### src/hw/lmsc_defs.svh
// Constant definitions for the LED matrix serial command unit.
`ifndef LMSC_DEFS_SVH
`define LMSC_DEFS_SVH
// =====================================================================
// Command decode
`define LMSC_CMD_DATA      2'h1
`define LMSC_CMD_DISP      2'h2
`define LMSC_CMD_ADDR      2'h3
`define LMSC_MODE_BIT      2
`define LMSC_ON_BIT        3
// =====================================================================
// Reset values
`define LMSC_PTR_RST       5'h00
`define LMSC_DIM_RST       3'h0
// =====================================================================
// Timing
`define LMSC_CLK_HZ        20000000
`define LMSC_OSC_HZ        450000
`define LMSC_OSC_DIV       ((`LMSC_CLK_HZ + `LMSC_OSC_HZ - 1) / `LMSC_OSC_HZ)
`define LMSC_SLOTS         16
`define LMSC_POR_CYCLES    16
`endif

### src/hw/lmsc_pkg.sv
// Types shared by the LED matrix serial command unit.
package lmsc_pkg;
  // =====================================================================
  // Receiver states.
  typedef enum logic [1:0] {
    LMSC_IDLE,
    LMSC_CMD,
    LMSC_DATA
  } lmsc_state_e;

  // Display settings that travel together to the scan logic.
  typedef struct packed {
    logic       on;
    logic [2:0] dim;
  } lmsc_disp_s;

  // A received byte and whether it is the frame's first.
  typedef struct packed {
    logic       first;
    logic [7:0] data;
  } lmsc_byte_s;
endpackage

### src/hw/lmsc_top.sv
// Serial command front end and scan control of a 16 by 8 LED driver.
`include "lmsc_defs.svh"

module lmsc_top
  import lmsc_pkg::*;
#(
  parameter int FIFO_DEPTH = 8
) (
  // Clock and reset.
  input  wire logic                  mclk_in,
  input  wire logic                  sys_rst_in,
  // Three-wire link; data line is input only, its output and enable tied low.
  input  wire logic                  frame_select_in,
  input  wire logic                  link_clk_in,
  input  wire logic                  serial_data_line_in,
  output logic                       serial_data_line_out,
  output logic                       serial_data_line_oe_out,
  // LED drive, active high: segment on, position selected.
  output logic [15:0]                segment_outputs_out,
  output logic [7:0]                 position_outputs_out,
  // Status.
  output lmsc_pkg::lmsc_disp_s       disp_state_out,
  output logic [4:0]                 pointer_out
);
  import lmsc_pkg::*;

  // =====================================================================
  // Power-on reset: held internally for a few cycles after configuration.
  logic [4:0] por_cnt_q = 5'h00;
  logic       por_q     = 1'b1;
  wire        rst       = sys_rst_in || por_q;

  // The counter starts from its initial value, so no external pin needed.
  always_ff @(posedge mclk_in) begin
    if (por_cnt_q != 5'(`LMSC_POR_CYCLES)) por_cnt_q <= por_cnt_q + 5'h01;
    por_q <= (por_cnt_q != 5'(`LMSC_POR_CYCLES));
  end

  // =====================================================================
  // Link edge detection; inputs are synchronous to mclk.
  logic stb_q;
  logic lclk_q;
  wire  stb_edge  = stb_q != frame_select_in;
  wire  lclk_rise = link_clk_in && !lclk_q && !frame_select_in;

  always_ff @(posedge mclk_in) begin
    if (rst) begin
      stb_q  <= 1'b1;
      lclk_q <= 1'b0;
    end else begin
      stb_q  <= frame_select_in;
      lclk_q <= link_clk_in;
    end
  end

  // =====================================================================
  // Byte shifter: bits enter from the top, so bit 0 arrives first.
  logic [7:0] sh_q;
  logic [2:0] bit_q;
  logic       first_q;
  wire        byte_done = lclk_rise && (bit_q == 3'h7);
  wire [7:0]  byte_val  = {serial_data_line_in, sh_q[7:1]};
  logic       fifo_rdy;

  // Select edges clear the bit count, dropping a partial byte.
  always_ff @(posedge mclk_in) begin
    if (rst || stb_edge) begin
      bit_q   <= 3'h0;
      sh_q    <= 8'h00;
      first_q <= 1'b1;
    end else if (lclk_rise) begin
      sh_q  <= byte_val;
      bit_q <= bit_q + 3'h1;
      if (byte_done && fifo_rdy) first_q <= 1'b0;
    end
  end

  // =====================================================================
  // Byte FIFO between shifter and decoder. A byte met by a full FIFO is
  // lost; at 20 MHz the decoder drains far faster than any link rate.
  lmsc_byte_s in_byte;
  lmsc_byte_s out_byte;
  logic       out_vld;
  logic [8:0] out_raw;
  assign in_byte  = '{first: first_q, data: byte_val};
  assign out_byte = lmsc_byte_s'(out_raw);

  lmsc_fifo #(
    .WIDTH (9),
    .DEPTH (FIFO_DEPTH)
  ) u_fifo (
    .mclk_in      (mclk_in),
    .sys_rst_in   (rst),
    .wr_valid_in  (byte_done && !stb_edge),
    .wr_ready_out (fifo_rdy),
    .wr_data_in   (in_byte),
    .rd_valid_out (out_vld),
    .rd_ready_in  (1'b1),
    .rd_data_out  (out_raw)
  );

  // =====================================================================
  // Command decode.
  lmsc_state_e st_q;
  logic [4:0]  ptr_q;
  logic        fixed_q;
  lmsc_disp_s  pend_q;
  lmsc_disp_s  act_q;
  logic [7:0]  dmem_q [16];
  wire  [7:0]  b        = out_byte.data;
  wire  [1:0]  ctype    = b[7:6];
  wire         is_cmd   = out_vld && (out_byte.first || st_q != LMSC_DATA);
  wire         is_data  = out_vld && !is_cmd;
  wire         ptr_ok   = !ptr_q[4];
  wire         wr_mem   = is_data && ptr_ok;

  // An address command moves into data reception; a frame's first byte is always a command.
  always_ff @(posedge mclk_in) begin
    if (rst) begin
      st_q    <= LMSC_IDLE;
      ptr_q   <= `LMSC_PTR_RST;
      fixed_q <= 1'b0;
      pend_q  <= '{on: 1'b0, dim: `LMSC_DIM_RST};
    end else if (is_cmd) begin
      unique case (ctype)
        `LMSC_CMD_DATA: begin
          fixed_q <= b[`LMSC_MODE_BIT];
          st_q    <= LMSC_CMD;
        end
        `LMSC_CMD_ADDR: begin
          ptr_q <= {1'b0, b[3:0]};
          st_q  <= LMSC_DATA;
        end
        `LMSC_CMD_DISP: begin
          pend_q <= '{on: b[`LMSC_ON_BIT], dim: b[2:0]};
          st_q   <= LMSC_CMD;
        end
        default: st_q <= LMSC_CMD;
      endcase
    end else if (is_data) begin
      // Auto mode steps on; fixed mode keeps the last address.
      if (!fixed_q && ptr_ok) ptr_q <= ptr_q + 5'h01;
      if (fixed_q) st_q <= LMSC_CMD;
    end
  end

  // Display memory write.
  always_ff @(posedge mclk_in) begin
    if (wr_mem) dmem_q[ptr_q[3:0]] <= b;
  end

  // =====================================================================
  // Scan timing: a tick every 45 clocks (about 444 kHz), 16 slots per position period.
  localparam int DIV = `LMSC_OSC_DIV;
  logic [$clog2(DIV)-1:0] div_q;
  logic [3:0]             slot_q;
  logic [2:0]             pos_q;
  wire                    tick     = (div_q == ($clog2(DIV))'(DIV - 1));
  wire                    boundary = tick && (slot_q == 4'hF);

  always_ff @(posedge mclk_in) begin
    if (rst) begin
      div_q  <= '0;
      slot_q <= 4'h0;
      pos_q  <= 3'h0;
      act_q  <= '{on: 1'b0, dim: `LMSC_DIM_RST};
    end else begin
      div_q <= tick ? '0 : div_q + 1'b1;
      if (tick) slot_q <= slot_q + 4'h1;
      if (boundary) begin
        pos_q <= pos_q + 3'h1;
        act_q <= pend_q;
      end
    end
  end

  // Pulse width in slots for each brightness code.
  logic [4:0] width;
  always_comb begin
    unique case (act_q.dim)
      3'h0: width = 5'h01;
      3'h1: width = 5'h02;
      3'h2: width = 5'h04;
      3'h3: width = 5'h0A;
      3'h4: width = 5'h0B;
      3'h5: width = 5'h0C;
      3'h6: width = 5'h0D;
      3'h7: width = 5'h0E;
    endcase
  end

  // Lit slot window and segment pattern for the current position.
  wire        lit  = act_q.on && ({1'b0, slot_q} < width);
  wire [15:0] segs = {dmem_q[{pos_q, 1'b1}], dmem_q[{pos_q, 1'b0}]};

  // =====================================================================
  // Registered outputs.
  logic [15:0] seg_q;
  logic [7:0]  grid_q;
  always_ff @(posedge mclk_in) begin
    if (rst) begin
      seg_q  <= 16'h0000;
      grid_q <= 8'h00;
    end else begin
      seg_q  <= lit ? segs : 16'h0000;
      grid_q <= lit ? (8'h01 << pos_q) : 8'h00;
    end
  end

  assign segment_outputs_out     = seg_q;
  assign position_outputs_out    = grid_q;
  assign serial_data_line_out    = 1'b0;
  assign serial_data_line_oe_out = 1'b0;
  assign disp_state_out          = act_q;
  assign pointer_out             = ptr_q;
endmodule

### src/hw/lmsc_fifo.sv
// Small synchronous FIFO with valid and ready on both sides.
module lmsc_fifo #(
  parameter int WIDTH = 9,
  parameter int DEPTH = 8
) (
  // Clock and reset.
  input  wire logic             mclk_in,
  input  wire logic             sys_rst_in,
  // Fill side.
  input  wire logic             wr_valid_in,
  output logic                  wr_ready_out,
  input  wire logic [WIDTH-1:0] wr_data_in,
  // Drain side.
  output logic                  rd_valid_out,
  input  wire logic             rd_ready_in,
  output logic      [WIDTH-1:0] rd_data_out
);
  localparam int AW = $clog2(DEPTH);

  // =====================================================================
  // Storage and pointers.
  logic [WIDTH-1:0] mem_q [DEPTH];
  logic [AW-1:0]    wp_q;
  logic [AW-1:0]    rp_q;
  logic [AW:0]      cnt_q;
  wire              push = wr_valid_in && wr_ready_out;
  wire              pop  = rd_valid_out && rd_ready_in;

  // Full and empty come from the occupancy count.
  // The full mark is sized to the count, since DEPTH does not fit in AW bits.
  assign wr_ready_out = (cnt_q != (AW + 1)'(DEPTH)) ? 1'b1 : 1'b0;
  assign rd_valid_out = (cnt_q != '0);
  assign rd_data_out  = mem_q[rp_q];

  // Pointer and count update.
  always_ff @(posedge mclk_in) begin
    if (sys_rst_in) begin
      wp_q  <= '0;
      rp_q  <= '0;
      cnt_q <= '0;
    end else begin
      if (push) wp_q <= AW'((wp_q + 1'b1) % DEPTH);
      if (pop) rp_q <= AW'((rp_q + 1'b1) % DEPTH);
      cnt_q <= cnt_q + {AW'(0), push} - {AW'(0), pop};
    end
  end

  // Storage write; memory has no reset.
  always_ff @(posedge mclk_in) begin
    if (push) mem_q[wp_q] <= wr_data_in;
  end
endmodule

### config.mk
export PLATFORM = sky130hd
export DESIGN_NAME = lmsc_top
export DESIGN_NICKNAME = d
export VERILOG_FILES = /design/src/hw/lmsc_pkg.sv /design/src/hw/lmsc_top.sv /design/src/hw/lmsc_fifo.sv
export VERILOG_INCLUDE_DIRS = /design/src /design/src/hw
export SDC_FILE = /design/constraint.sdc
export NUM_CORES = 1
export LEC_CHECK = 0
export BUFFER_PORTS_ARGS = -buffer_cell sky130_fd_sc_hd__buf_4
export CORE_UTILIZATION = 61
export CTS_CLUSTER_DIAMETER = 150
export DETAILED_ROUTE_END_ITERATION = 8
export PLACE_DENSITY = 0.79
export SYNTH_ARGS = -nofsm -noshare
export SYNTH_HDL_FRONTEND = slang
export SYNTH_SLANG_ARGS = --single-unit
### constraint.sdc
create_clock -name mclk_in -period 3.3 [get_ports mclk_in]
set_input_delay 0.495 -clock mclk_in [delete_from_list [all_inputs] [get_ports mclk_in]]
set_output_delay 0.495 -clock mclk_in [all_outputs]
set_load 0.005 [all_outputs]
# Word-level counts from Yosys, hierarchy flattened
# Memory sizes are Yosys's and may differ from the RTL's. A register that Yosys moved wholly into a read port is not among the register bits.
# Index checks and enable logic that the tools add are counted.
# W data, S select, Z words.
[op_classes] n_addsub=10 n_lt_le_gt_ge=1 n_eq_ne=11 n_shift=1 muxes=17 bitwise_logic=1 reduce_logical=32
[ops] op="$mux W5" count=4
[ops] op="$add A3 B1 Y3 const B" count=4
[ops] op="$logic_and A1 B1 Y1" count=12
[ops] op="$mux W3" count=4
[ops] op="$add A5 B1 Y5 const B" count=2
[ops] op="$mux W2" count=4
[ops] op="$reduce_and A2 Y1" count=4
[ops] op="$shl A1 B3 Y8 const A" count=1
[ops] op="$add A6 B1 Y6 const B" count=1
[ops] op="$eq A6 B6 Y1 const B" count=1
[ops] op="$logic_not A1 Y1" count=6
[ops] op="$reduce_bool A2 Y1" count=3
[ops] op="$lt A4 B5 Y1" count=1
[ops] op="$mux W1" count=5
[ops] op="$ne A5 B5 Y1 const B" count=1
[ops] op="$add A4 B1 Y4" count=1
[ops] op="$add A4 B1 Y4 const B" count=1
[ops] op="$eq A2 B2 Y1 const B" count=2
[ops] op="$eq A4 B4 Y1 const B" count=1
[ops] op="$ne A4 B4 Y1 const B" count=1
[ops] op="$reduce_bool A4 Y1" count=1
[ops] op="$reduce_or A2 Y1" count=2
[ops] op="$sub A4 B1 Y4" count=1
[ops] op="$eq A3 B3 Y1 const B" count=1
[ops] op="7 further kinds" count=9
[totals] register_bits=67 ramBits=200 rom_bits=32 in_bits=5 output_inout_bits=35 word_cells=97 mem_count=3
[memory_table] memory="dmem_q" words=16 word_bits=8 read_ports=2 rd_ports_with_merged_regs=2 write_ports=1 line="lmsc_top.sv:109" text="logic [7:0] dmem_q [16];"
[memory_table] memory="u_fifo.mem_q" words=8 word_bits=9 read_ports=1 rd_ports_with_merged_regs=1 write_ports=1 line="lmsc_fifo.sv:22" text="logic [WIDTH-1:0] mem_q [DEPTH];"
[memory_table] memory="(no name shown)" words=8 word_bits=4 read_ports=1 rd_ports_with_merged_regs=1 write_ports=0 line="lmsc_top.sv:180" text="unique case (act_q.dim)"

# Longest topological paths before layout
# Gate-level depths: netlist of the first run.
[logic_depth] ltp_word=8 depth_mapped=11 depth_no_buf=11

# Modules after synthesis
# From an unflattened synthesis of the first run, not the netlist that was laid out.
[hier_totals] hier_cells=714 area_unflattened_um2=11479.8
[by_module_without_submodules] module="lmsc_top" n_inst=1 cells_per_inst=530 area_per_inst_um2=7982.7
[by_module_without_submodules] module="lmsc_fifo" n_inst=1 cells_per_inst=184 area_per_inst_um2=3497.1

# Worst setup path after synthesis of the first run
# Ideal clock, no wire load.
[synth_timing] kind="input to register" start="input frame_select_in" end="memory u_fifo.mem_q[4][0], enable pin" setup_time_ps=389 t_arrival_ps=2066 t_required_ps=2911 path_slack_ps=845 cell_stages=4 path_cell_list="nor3b_1 o311ai_1 or3_1 nor3b_1"
[synth_between] elab_chain_len=7 word_cells_on_any_way=9 classes_between="1 x eq/ne; 2 x mux; 6 x reduce/logical"
[synth_lines] item="from (decl)" line="lmsc_top.sv:13" text="input wire logic frame_select_in,"
[synth_lines] item="$logic_not A1 Y1" line="lmsc_top.sv:44" text="wire lclk_rise = link_clk_in && !lclk_q && !frame_select_in;"
[synth_lines] item="$logic_and A1 B1 Y1" line="lmsc_top.sv:44"
[synth_lines] item="$logic_and A1 B1 Y1" line="lmsc_top.sv:61" text="wire byte_done = lclk_rise && (bit_q == 3'h7);"
[synth_lines] item="$logic_and A1 B1 Y1 *" line="lmsc_top.sv:94" text=".wr_valid_in (byte_done && !stb_edge),"
[synth_lines] item="$logic_and A1 B1 Y1 *" line="lmsc_fifo.sv:26" text="wire push = wr_valid_in && wr_ready_out;"
[synth_lines] item="$mux W1 *" line="lmsc_fifo.sv:50" text="if (push) mem_q[wp_q] <= wr_data_in;"
[synth_lines] item="$mux W1 (implied by the code) *" line="lmsc_fifo.sv:50"
[synth_lines] item="to (decl)" line="lmsc_fifo.sv:22"
# Every way passes the cells marked *; elsewhere a longest branch is shown, timed or not.

==> results.ini, run 1 <==
[worst_setup_path]
critPathKind=reg -> reg
max_stage_delay_ns=0.38
slowest_stage=dfxtp_1
end_kind=flip-flop
crit_family=simple AND/OR/NAND/NOR gates
crit_buf_inv=2
worstPathRequired_ns=3.54
arrival_ns=2.78
critPathMaxFanout=17
start_kind=flip-flop
crit_path_frequent_cell=buf_4
crit_path_cell_trace=buf_4, mux2i_1, nand3b_1, a41oi_2, and3_1, nor2b_1, buf_4

[synth]
synth.ff_latch_count=289
synthCells=690
ys.flop_type=edfxtp_1
yosysUniqueCellTypes=53
avgSynthCellArea_um2=16.39
synth_edf_count=205
yosysSeqAreaShare_pct=69.31
synth_warnings=0
async_flop_share_pct=0
syn_area_um2=11310

[clocking]
tritoncts=done
ctsLongestPathBuffers=3
htree_levels=1
insertion_delay_ns=0.53
path_clk_slew_ns=0.06
postCtsHoldBufs=0
cts_root_buf=clkbuf_16
cts.sinks=289
cts_made_buffers=28
cts_setup_buffers=0
post_cts_resized=0

[global_route]
grt_pass1_wl_mm=33.61
overflow=0
track_usage_pct=23.00
grt_max_degree=36
grt_pass1_vias=6136
antenna_found_initial=0

[outcome]
status=finished, violations left
violations=design-rule violations

[power]
p_leak_nw=4.441
pwr-share-comb_pct=12.7
p_per_area_nw_per_um2=651.2
seqPwrFrac_pct=51.2
pwr-share-clk_pct=36.2
irDropWorstVdd_mv=0.4166
p_int_mw=6.274
total_power_mw=8.334
switching_share_pct=24.72
p_switching_mw=2.060

[timing]
setup_slack_ns=0.7647
slew_headroom_pct=47.38
timing.setup.tns_ns=0
finalHoldWorstSlack_ns=0.1715
post-route-min-period_ns=2.535
slew_violations=0
hold_violations=0
timing.final.crit_share_pct=76.83
grt_setup_unrepaired=false
finalClockSkew_ns=0.009012
setup_viol=0
worstMarginPinSlew_ns=0.7883
max_clock_freq_mhz=394.4

[die]
dieHeight_um=138.2
io_pins=40
die-area_um2=19090
num_rows=49
initial_core_util_pct=62.53
core_area_um2=18090
fp.dieW_um=138.2

[routing]
wl_per_cell_um=20.72
vias=5862
top_layer_used=met4
drc_errors=12
drtAntennaViolNets=0
wl_met1_mm=8.651
dr_wl_met3_um=904
drt_wl_total_mm=20.78
first_pass_iters=7
via_per_inst=5.844
wl_met2_mm=10.76
first_iter_violations=480

[place]
hpwl_mm=13.21
portBuffers=37
pre_cts_slack_ns=0.8005
place.gp.congestion=0.7717
place_inst=951

[min_path]
hold_class=in -> reg

[finish]
areaGrowthSynthToFinish_pct=13.18
num_antenna_cells=0
nets=786
final-instance-count-excl-fill=1003
layout-drive-gt1-share_pct=23.00

[flow_run]
drv_cap=0

==> sequential cells by signal (all words and copies together), names as in the netlist, 3 cells and up, named ones only <==
| signal | flops |
|---|---|
| u_fifo.rp_q | 3 |
| u_fifo.mem_q | 72 |
| u_fifo.cnt_q | 4 |
| pend_q | 4 |
| disp_state_out | 4 |
| sh_q | 7 |
| bit_q | 3 |
| div_q | 6 |
| width | 4 |
| pos_q | 3 |
| dmem_q | 128 |
| slot_q | 4 |
| position_outputs_out | 8 |
| segment_outputs_out | 16 |
| por_cnt_q | 5 |
| pointer_out | 5 |
| u_fifo.wp_q | 3 |
==> metrics by stage <==
step                instance area (um^2)  utilization, %
finish                             12800           70.76
global route                       12800           70.76
CTS                                12800           70.76
detailed placement                 11920           65.89
global placement                   11920           65.89
floorplan                          11310               -
==> worst register-to-register path, delay by kind of cell, from the launching register on <==
kind                   cells  cell delay, ns
AND/OR/NAND/NOR            3            0.74
AO/OA/AOI/OAI              1            0.27
multiplexers               1            0.28
flip-flops                 1            0.38
buffers and inverters      2            0.58
==> synthesized netlist by cell type (8+ instances only) <==
library cell,count,area [um^2]
dfxtp_1,84,1682
xor2_1,9,78.83
nand3_1,12,60.06
clkbuf_1,15,56.30
inv_1,21,78.83
a21oi_1,10,50.05
xnor2_1,10,87.58
nand2_1,18,67.56
ha_1,28,350.3
mux4_2,48,1081
edfxtp_1,205,6156
nor2b_1,8,50.05
nor3b_1,9,67.56
nor2_1,70,262.8
mux2i_1,40,400.4
and2_1,12,75.07
mux2_2,8,90.09
==> cell families after synthesis <==
family | count (synthesis) | synth area share, %
other | 1 | 0.03316
muxes | 99 | 14.39
AOI/OAI and AO/OA | 33 | 2.003
and+or+nand+nor | 163 | 7.258
xor gates and xnor gates | 19 | 1.472
DFF | 289 | 69.31
buffers and inverters | 57 | 2.257
adders and majority gates | 29 | 3.275
==> worst paths after layout <==
| kind | startpoint | end | slack (ns) | cells after the start |
|---|---|---|---|---|
| max | flip-flop | dmem_q[13][7]$_DFFE_PP_ | 0.76 | 7 |
| min | sys_rst_in | stb_q$_SDFF_PP1_ | 0.17 | 2 |
| max reg2reg | flip-flop | dmem_q[13][7]$_DFFE_PP_ | 0.76 | 7 |
| min reg2reg | pend_q[3]$_SDFFE_PP0P_ | pend_q[3]$_SDFFE_PP0P_ | 0.45 | 2 |
==> layout make-up <==
| class | count | area, um^2 |
|---|---|---|
| Timing Repair Buffer | 63 | 473.0 |
| Multi-Input combinational cell | 345 | 3224 |
| Inverter | 25 | 93.84 |
| Clock inverter | 11 | 51.30 |
| Sequential cell | 289 | 7839 |
| Tap cell | 229 | 286.5 |
| Fill cell | 1126 | 5288 |
| Clock buffer | 41 | 830.8 |
==> per-layer routing <==
metal  global-route usage [%]  vias up
li1                         -     2697
met1                    30.37     2963
met2                    39.72      166
met3                    3.221       36
met4                    7.806        0
met5                        0        -
==> power by group through the flow <==
stage	registers (mW)	logic, mW	clock network (mW)
global route	4.28	1.17	3.22
global placement	4.33	0.995	0
finish	4.27	1.05	3.01
detailed placement	4.34	1.05	0
floorplan	4.27	0.817	0
CTS	4.27	1.06	3.06
==> placed cells by master, fill, tap and decap left out, drive strengths merged, types with 2 or more instances in the layout <==
| cell type | Yosys | routed |
|---|---|---|
| ha | 28 | 28 |
| a21o | 2 | 2 |
| and2 | 12 | 12 |
| clkbuf | 15 | 41 |
| dfxtp | 84 | 84 |
| nor2 | 73 | 73 |
| clkinv | 0 | 11 |
| nor3b | 9 | 9 |
| buf | 17 | 63 |
| nand2 | 19 | 19 |
| nor4 | 2 | 2 |
| or3 | 2 | 2 |
| xnor2 | 10 | 10 |
| nor3 | 6 | 6 |
| edfxtp | 205 | 205 |
| mux2i | 42 | 42 |
| nand4 | 2 | 2 |
| a21oi | 10 | 10 |
| nand2b | 4 | 4 |
| inv | 25 | 25 |
| o21a | 2 | 2 |
| o21ai | 9 | 9 |
| nand3 | 12 | 12 |
| mux2 | 9 | 9 |
| nand3b | 2 | 2 |
| xor2 | 9 | 9 |
| mux4 | 48 | 48 |
| nor2b | 8 | 8 |
| o311ai | 2 | 2 |
| and3 | 7 | 7 |
| conb | 1 | 2 |
| or2 | 2 | 2 |
Power figures use the tool's default switching activity.
==> inputs of run 2 (changes only) <==
CORE_UTILIZATION = 55   (was 61)
PLACE_DENSITY = 0.75   (was 0.79)
clock period = 2.06 ns   (was 3.3 ns; I/O delays follow)
==> run 2 against run 1 <==
The flow now finishes without violations. Critical path depth unchanged. Via count increased by 4.5%. Worst hold slack got worse by 0.14 ns. First-iteration DRC count decreased by 17%. Critical endpoint is now dmem_q[12][5]$_DFFE_PP_. Largest power group unchanged. Clock power increased by 63%. Worst setup slack got worse by 0.73 ns. Power increased by 67%. Flip-flop and latch count unchanged.
==> results.ini, run 2 (synthesis gave the netlist of run 1 again) <==
[worst_setup_path]
slowest_stage=dfxtp_2
crit_buf_inv=2
worstPathRequired_ns=2.31
critPathKind=reg -> reg
crit_family=simple AND/OR/NAND/NOR gates
start_kind=flip-flop
arrival_ns=2.28
crit_path_cell_trace=buf_6, mux2i_1, nand3b_1, a41oi_4, and3_4, nor2b_4, buf_12
end_kind=flip-flop
r2r_slack_ns=0.03
critPathMaxFanout=8
max_stage_delay_ns=0.35

[finish]
areaGrowthSynthToFinish_pct=20.45
nets=828
final-instance-count-excl-fill=1087
fin_util_pct=67.53
largest_reg_flops=128
fill_cells=1339
most-common-layout-cells=205 x edfxtp_1, 84 x buf_4, 77 x dfxtp_1
final_common_cell=edfxtp_1
layout-drive-gt1-share_pct=31.58
num_antenna_cells=0

[power]
total_power_mw=13.89
p_per_area_nw_per_um2=1019
irDropWorstVdd_mv=0.7893
p_leak_nw=4.710

[min_path]
hold_class=in -> reg

[routing]
via_per_inst=5.638
drtAntennaViolNets=0
first_pass_iters=5
drc_errors=0
drt_wl_total_mm=21.22
wl_per_cell_um=19.52
first_iter_violations=400
vias=6128

[outcome]
status=completed

[timing]
timing.setup.tns_ns=0
max_clock_freq_mhz=492.7
timing.final.crit_share_pct=98.53
finalClockSkew_ns=0.01348
grt_setup_unrepaired=true
finalHoldWorstSlack_ns=0.03363
hold_violations=0
slew_violations=0
post-route-min-period_ns=2.030
setup_viol=0

[clocking]
htree_levels=1
path_clk_slew_ns=0.06
cts_made_buffers=29
ctsLongestPathBuffers=3
cts_root_buf=clkbuf_16
cts.sinks=289
insertion_delay_ns=0.54
tritoncts=done

[die]
initial_core_util_pct=56.07
io_pins=40
die-area_um2=21140
fp.dieW_um=145.4
dieHeight_um=145.4
num_rows=52
core_area_um2=20170

[global_route]
antenna_found_initial=0
grt_max_degree=27
track_usage_pct=20.37
grt_pass1_wl_mm=33.52
grt_pass1_vias=6339
overflow=0

[place]
place_inst=1021
place.gp.congestion=0.7946
hpwl_mm=13.64
portBuffers=37

[flow_run]
drv_cap=0

[run 2: cell count changes in the layout (fill, tap and decap cells not counted), sizes merged]
cell,previous run,this run
clkbuf,41,45
inv,25,26
bufinv,0,1
clkinv,11,7
buf,63,101
dlygate4sd3,0,3
[run 2: power breakdown]
group          leakage, nW  total [mW]  internal (mW)  switching, mW
combinational         1.68        2.15          0.943           1.21
clock                0.443        4.91           2.88           2.03
sequential            2.59        6.82           6.62          0.200
total                 4.71        13.9           10.4           3.44
[run 2: worst paths after layout]
path                          startpoint                            to  cells after the start
setup reg to reg               flip-flop       dmem_q[12][5]$_DFFE_PP_                      7
hold reg to reg   pend_q[3]$_SDFFE_PP0P_        pend_q[3]$_SDFFE_PP0P_                      2
hold / removal       serial_data_line_in  u_fifo.mem_q[4][7]$_DFFE_PP_                      1
setup / recovery               flip-flop       dmem_q[12][5]$_DFFE_PP_                      7
[run 2: final cells by class]
type                       instances  area (um^2)  area share, %
timing repair buffer             104        978.4          7.184
sequential                       289         7846          57.61
clock buffer                      45        829.5          6.090
clock inverter                     9        70.07         0.5144
tap                              270        337.8          2.480
multi-input combinational        345         3465          25.44
inverter                          25        93.84         0.6890
[run 2: per-stage QoR]
step                cell area, um^2  setup WS, ns
floorplan                     11380       -0.1844
global placement              12410      -0.02601
detailed placement            12410       -0.1096
CTS                           13410      0.001583
global route                  13620      -0.09008
finish                        13620       0.03031
[run 2: timing repair]
| action | in CTS | in global routing |
|---|---|---|
| endpoints found under the hold margin | 2 | 0 |
| setup buffers | 2 | 8 |
| endpoints found under the setup margin | 61 | 214 |
| hold buffers | 3 | 0 |
| resized for setup | 9 | 45 |
| pin swaps | 1 | 13 |
[run 2: metal layers]
metal	vias up	global-route usage (%)	part of all wire, %
li1	2792	-	-
met1	3130	26.32	42
met2	164	36.11	52
met3	42	3.260	4.4
met4	0	5.211	2.1
met5	-	0	0
==> inputs of run 3 (changes only) <==
GPL_TIMING_DRIVEN = 0   (was unset)
==> run 3 against run 2 <==
Register-to-register slack got worse by 0.07 ns. Critical path depth did not move. Cell count rose by 1.7%. Largest cell class unchanged. Clock skew barely moved. The run now ends with design-rule violations, negative setup slack left. Worst hold slack got worse by 0.014 ns. Clock power rose by 7.7%. Die area did not move.
==> results.ini, run 3 (synthesis gave the netlist of run 1 again) <==
[outcome]
status=finished, violations left
violations=design-rule violations, negative setup slack

[die]
fp.dieW_um=145.4
io_pins=40
die-area_um2=21140
dieHeight_um=145.4
initial_core_util_pct=56.07
num_rows=52
core_area_um2=20170

[global_route]
antenna_found_initial=0
overflow=0
grt_pass1_wl_mm=34.54
grt_pass1_vias=6382
grt_max_degree=20
track_usage_pct=21.36

[routing]
via_per_inst=5.563
vias=6147
drt_wl_total_mm=22.45
first_iter_violations=364
drtAntennaViolNets=0
first_pass_iters=7
wl_per_cell_um=20.32
drc_errors=1

[worst_setup_path]
crit_family=multiplexers
worstPathRequired_ns=2.48
start_kind=flip-flop
critPathMaxFanout=5
max_stage_delay_ns=0.54
arrival_ns=2.52
critPathKind=reg -> reg
end_kind=flip-flop
slowest_stage=mux4_2
crit_buf_inv=1
crit_path_cell_trace=buf_6, mux4_2, mux2i_4, nor2_2, mux2i_2, nor3_1, o21a_1

[timing]
timing.final.crit_share_pct=101.8
slew_headroom_pct=46.22
grt_setup_unrepaired=true
finalHoldWorstSlack_ns=0.01918
worstMarginPinSlew_ns=0.8066
setup_viol=4
slew_violations=0
hold_violations=0
setup_slack_ns=-0.03753
finalClockSkew_ns=0.01390
max_clock_freq_mhz=476.8
post-route-min-period_ns=2.098

[clocking]
cts_made_buffers=29
cts_root_buf=clkbuf_16
insertion_delay_ns=0.54
path_clk_slew_ns=0.06
ctsLongestPathBuffers=3
htree_levels=1
cts.sinks=289
tritoncts=done

[finish]
largest_reg_flops=128
most-common-layout-cells=205 x edfxtp_1, 81 x buf_4, 75 x dfxtp_1
seq_area_um2=7849
final-instance-count-excl-fill=1105
multi_input_area_um2=3631
final_common_cell=edfxtp_1
areaGrowthSynthToFinish_pct=23.25
fin_util_pct=69.10
layout-drive-gt1-share_pct=34.73
nets=847
finalInstanceArea_um2=13940
fill_cells=1298
num_antenna_cells=0

[place]
place.gp.congestion=0.8209
pre_cts_slack_ns=-0.8601
portBuffers=37
place_inst=998
place_area_um2=11990
hpwl_mm=13.56

[flow_run]
drv_cap=0

[power]
p_int_mw=10.84
p_leak_nw=4.777
pwr-share-comb_pct=16.7
irDropWorstVdd_mv=0.7639
pwr-share-clk_pct=36.4
p_per_area_nw_per_um2=1043
seqPwrFrac_pct=46.9
p_switching_mw=3.691
switching_share_pct=25.39

[min_path]
hold_class=in -> reg

run 3: changes by cell type in the layout (fill, tap and decap cells not counted), sizes merged:
cell      before  now
inv           26   23
clkbuf        45   52
bufinv         1    3
buf          101  105
clkinv         7    9
clkinvlp       0    6
run 3: worst register-to-register path, cell delays in order, from the launching register on:
cell	delay [ns]
dfxtp_2	0.34
buf_6	0.14
mux4_2	0.54
mux2i_4	0.28
nor2_2	0.09
mux2i_2	0.25
nor3_1	0.12
o21a_1	0.23
run 3: stage by stage:
step | TNS, ns | total power [mW]
global placement | -103.00 | 8.574
floorplan | -4.438 | 8.161
global route | -2.584 | 14.96
CTS | 0 | 14.20
finish | -0.04958 | 14.53
detailed placement | -115.98 | 8.697
run 3: per-layer routing:
layer  GRT usage (%)  wire length, um  up-vias
li1                -                -     2833
met1           27.74             9285     3110
met2           37.50            11730      155
met3           2.884              887       49
met4           6.789              548        0
met5               0                0        -
run 3: power by group through the flow:
| stage | sequential (mW) | clock [mW] | combinational [mW] |
|---|---|---|---|
| final | 6.82 | 5.29 | 2.43 |
| after floorplan | 6.85 | 0 | 1.31 |
| after global routing | 6.83 | 5.54 | 2.59 |
| after detailed placement | 6.90 | 0 | 1.80 |
| after global placement | 6.88 | 0 | 1.69 |
| after CTS | 6.79 | 5.34 | 2.08 |
run 3: worst paths after layout:
| check | start | to | slack (ns) | cells past startpoint |
|---|---|---|---|---|
| hold / removal | serial_data_line_in | u_fifo.mem_q[0][7]$_DFFE_PP_ | 0.02 | 1 |
| setup reg to reg | flip-flop | pointer_out[0]$_SDFFE_PP0P_ | -0.04 | 7 |
| hold reg to reg | pend_q[3]$_SDFFE_PP0P_ | pend_q[3]$_SDFFE_PP0P_ | 0.48 | 2 |
| setup / recovery | flip-flop | pointer_out[0]$_SDFFE_PP0P_ | -0.04 | 7 |
run 3: area by class of cell:
cell class	instances	share of cell area, %
Sequential cell	289	56.32
Multi-Input combinational cell	345	26.05
Timing Repair Buffer	92	6.015
Clock buffer	37	5.790
Tap cell	270	2.424
Buffer	31	1.400
Clock inverter	16	1.203
Inverter	25	0.7990
run 3: what timing repair did:
action	4_1_cts	5_1_grt
cloned	1	0
hold endpoints to repair	2	0
gates resized for setup	74	58
hold buffers	3	0
pin swaps	13	18
setup endpoints to repair	329	222
setup buffers	36	15
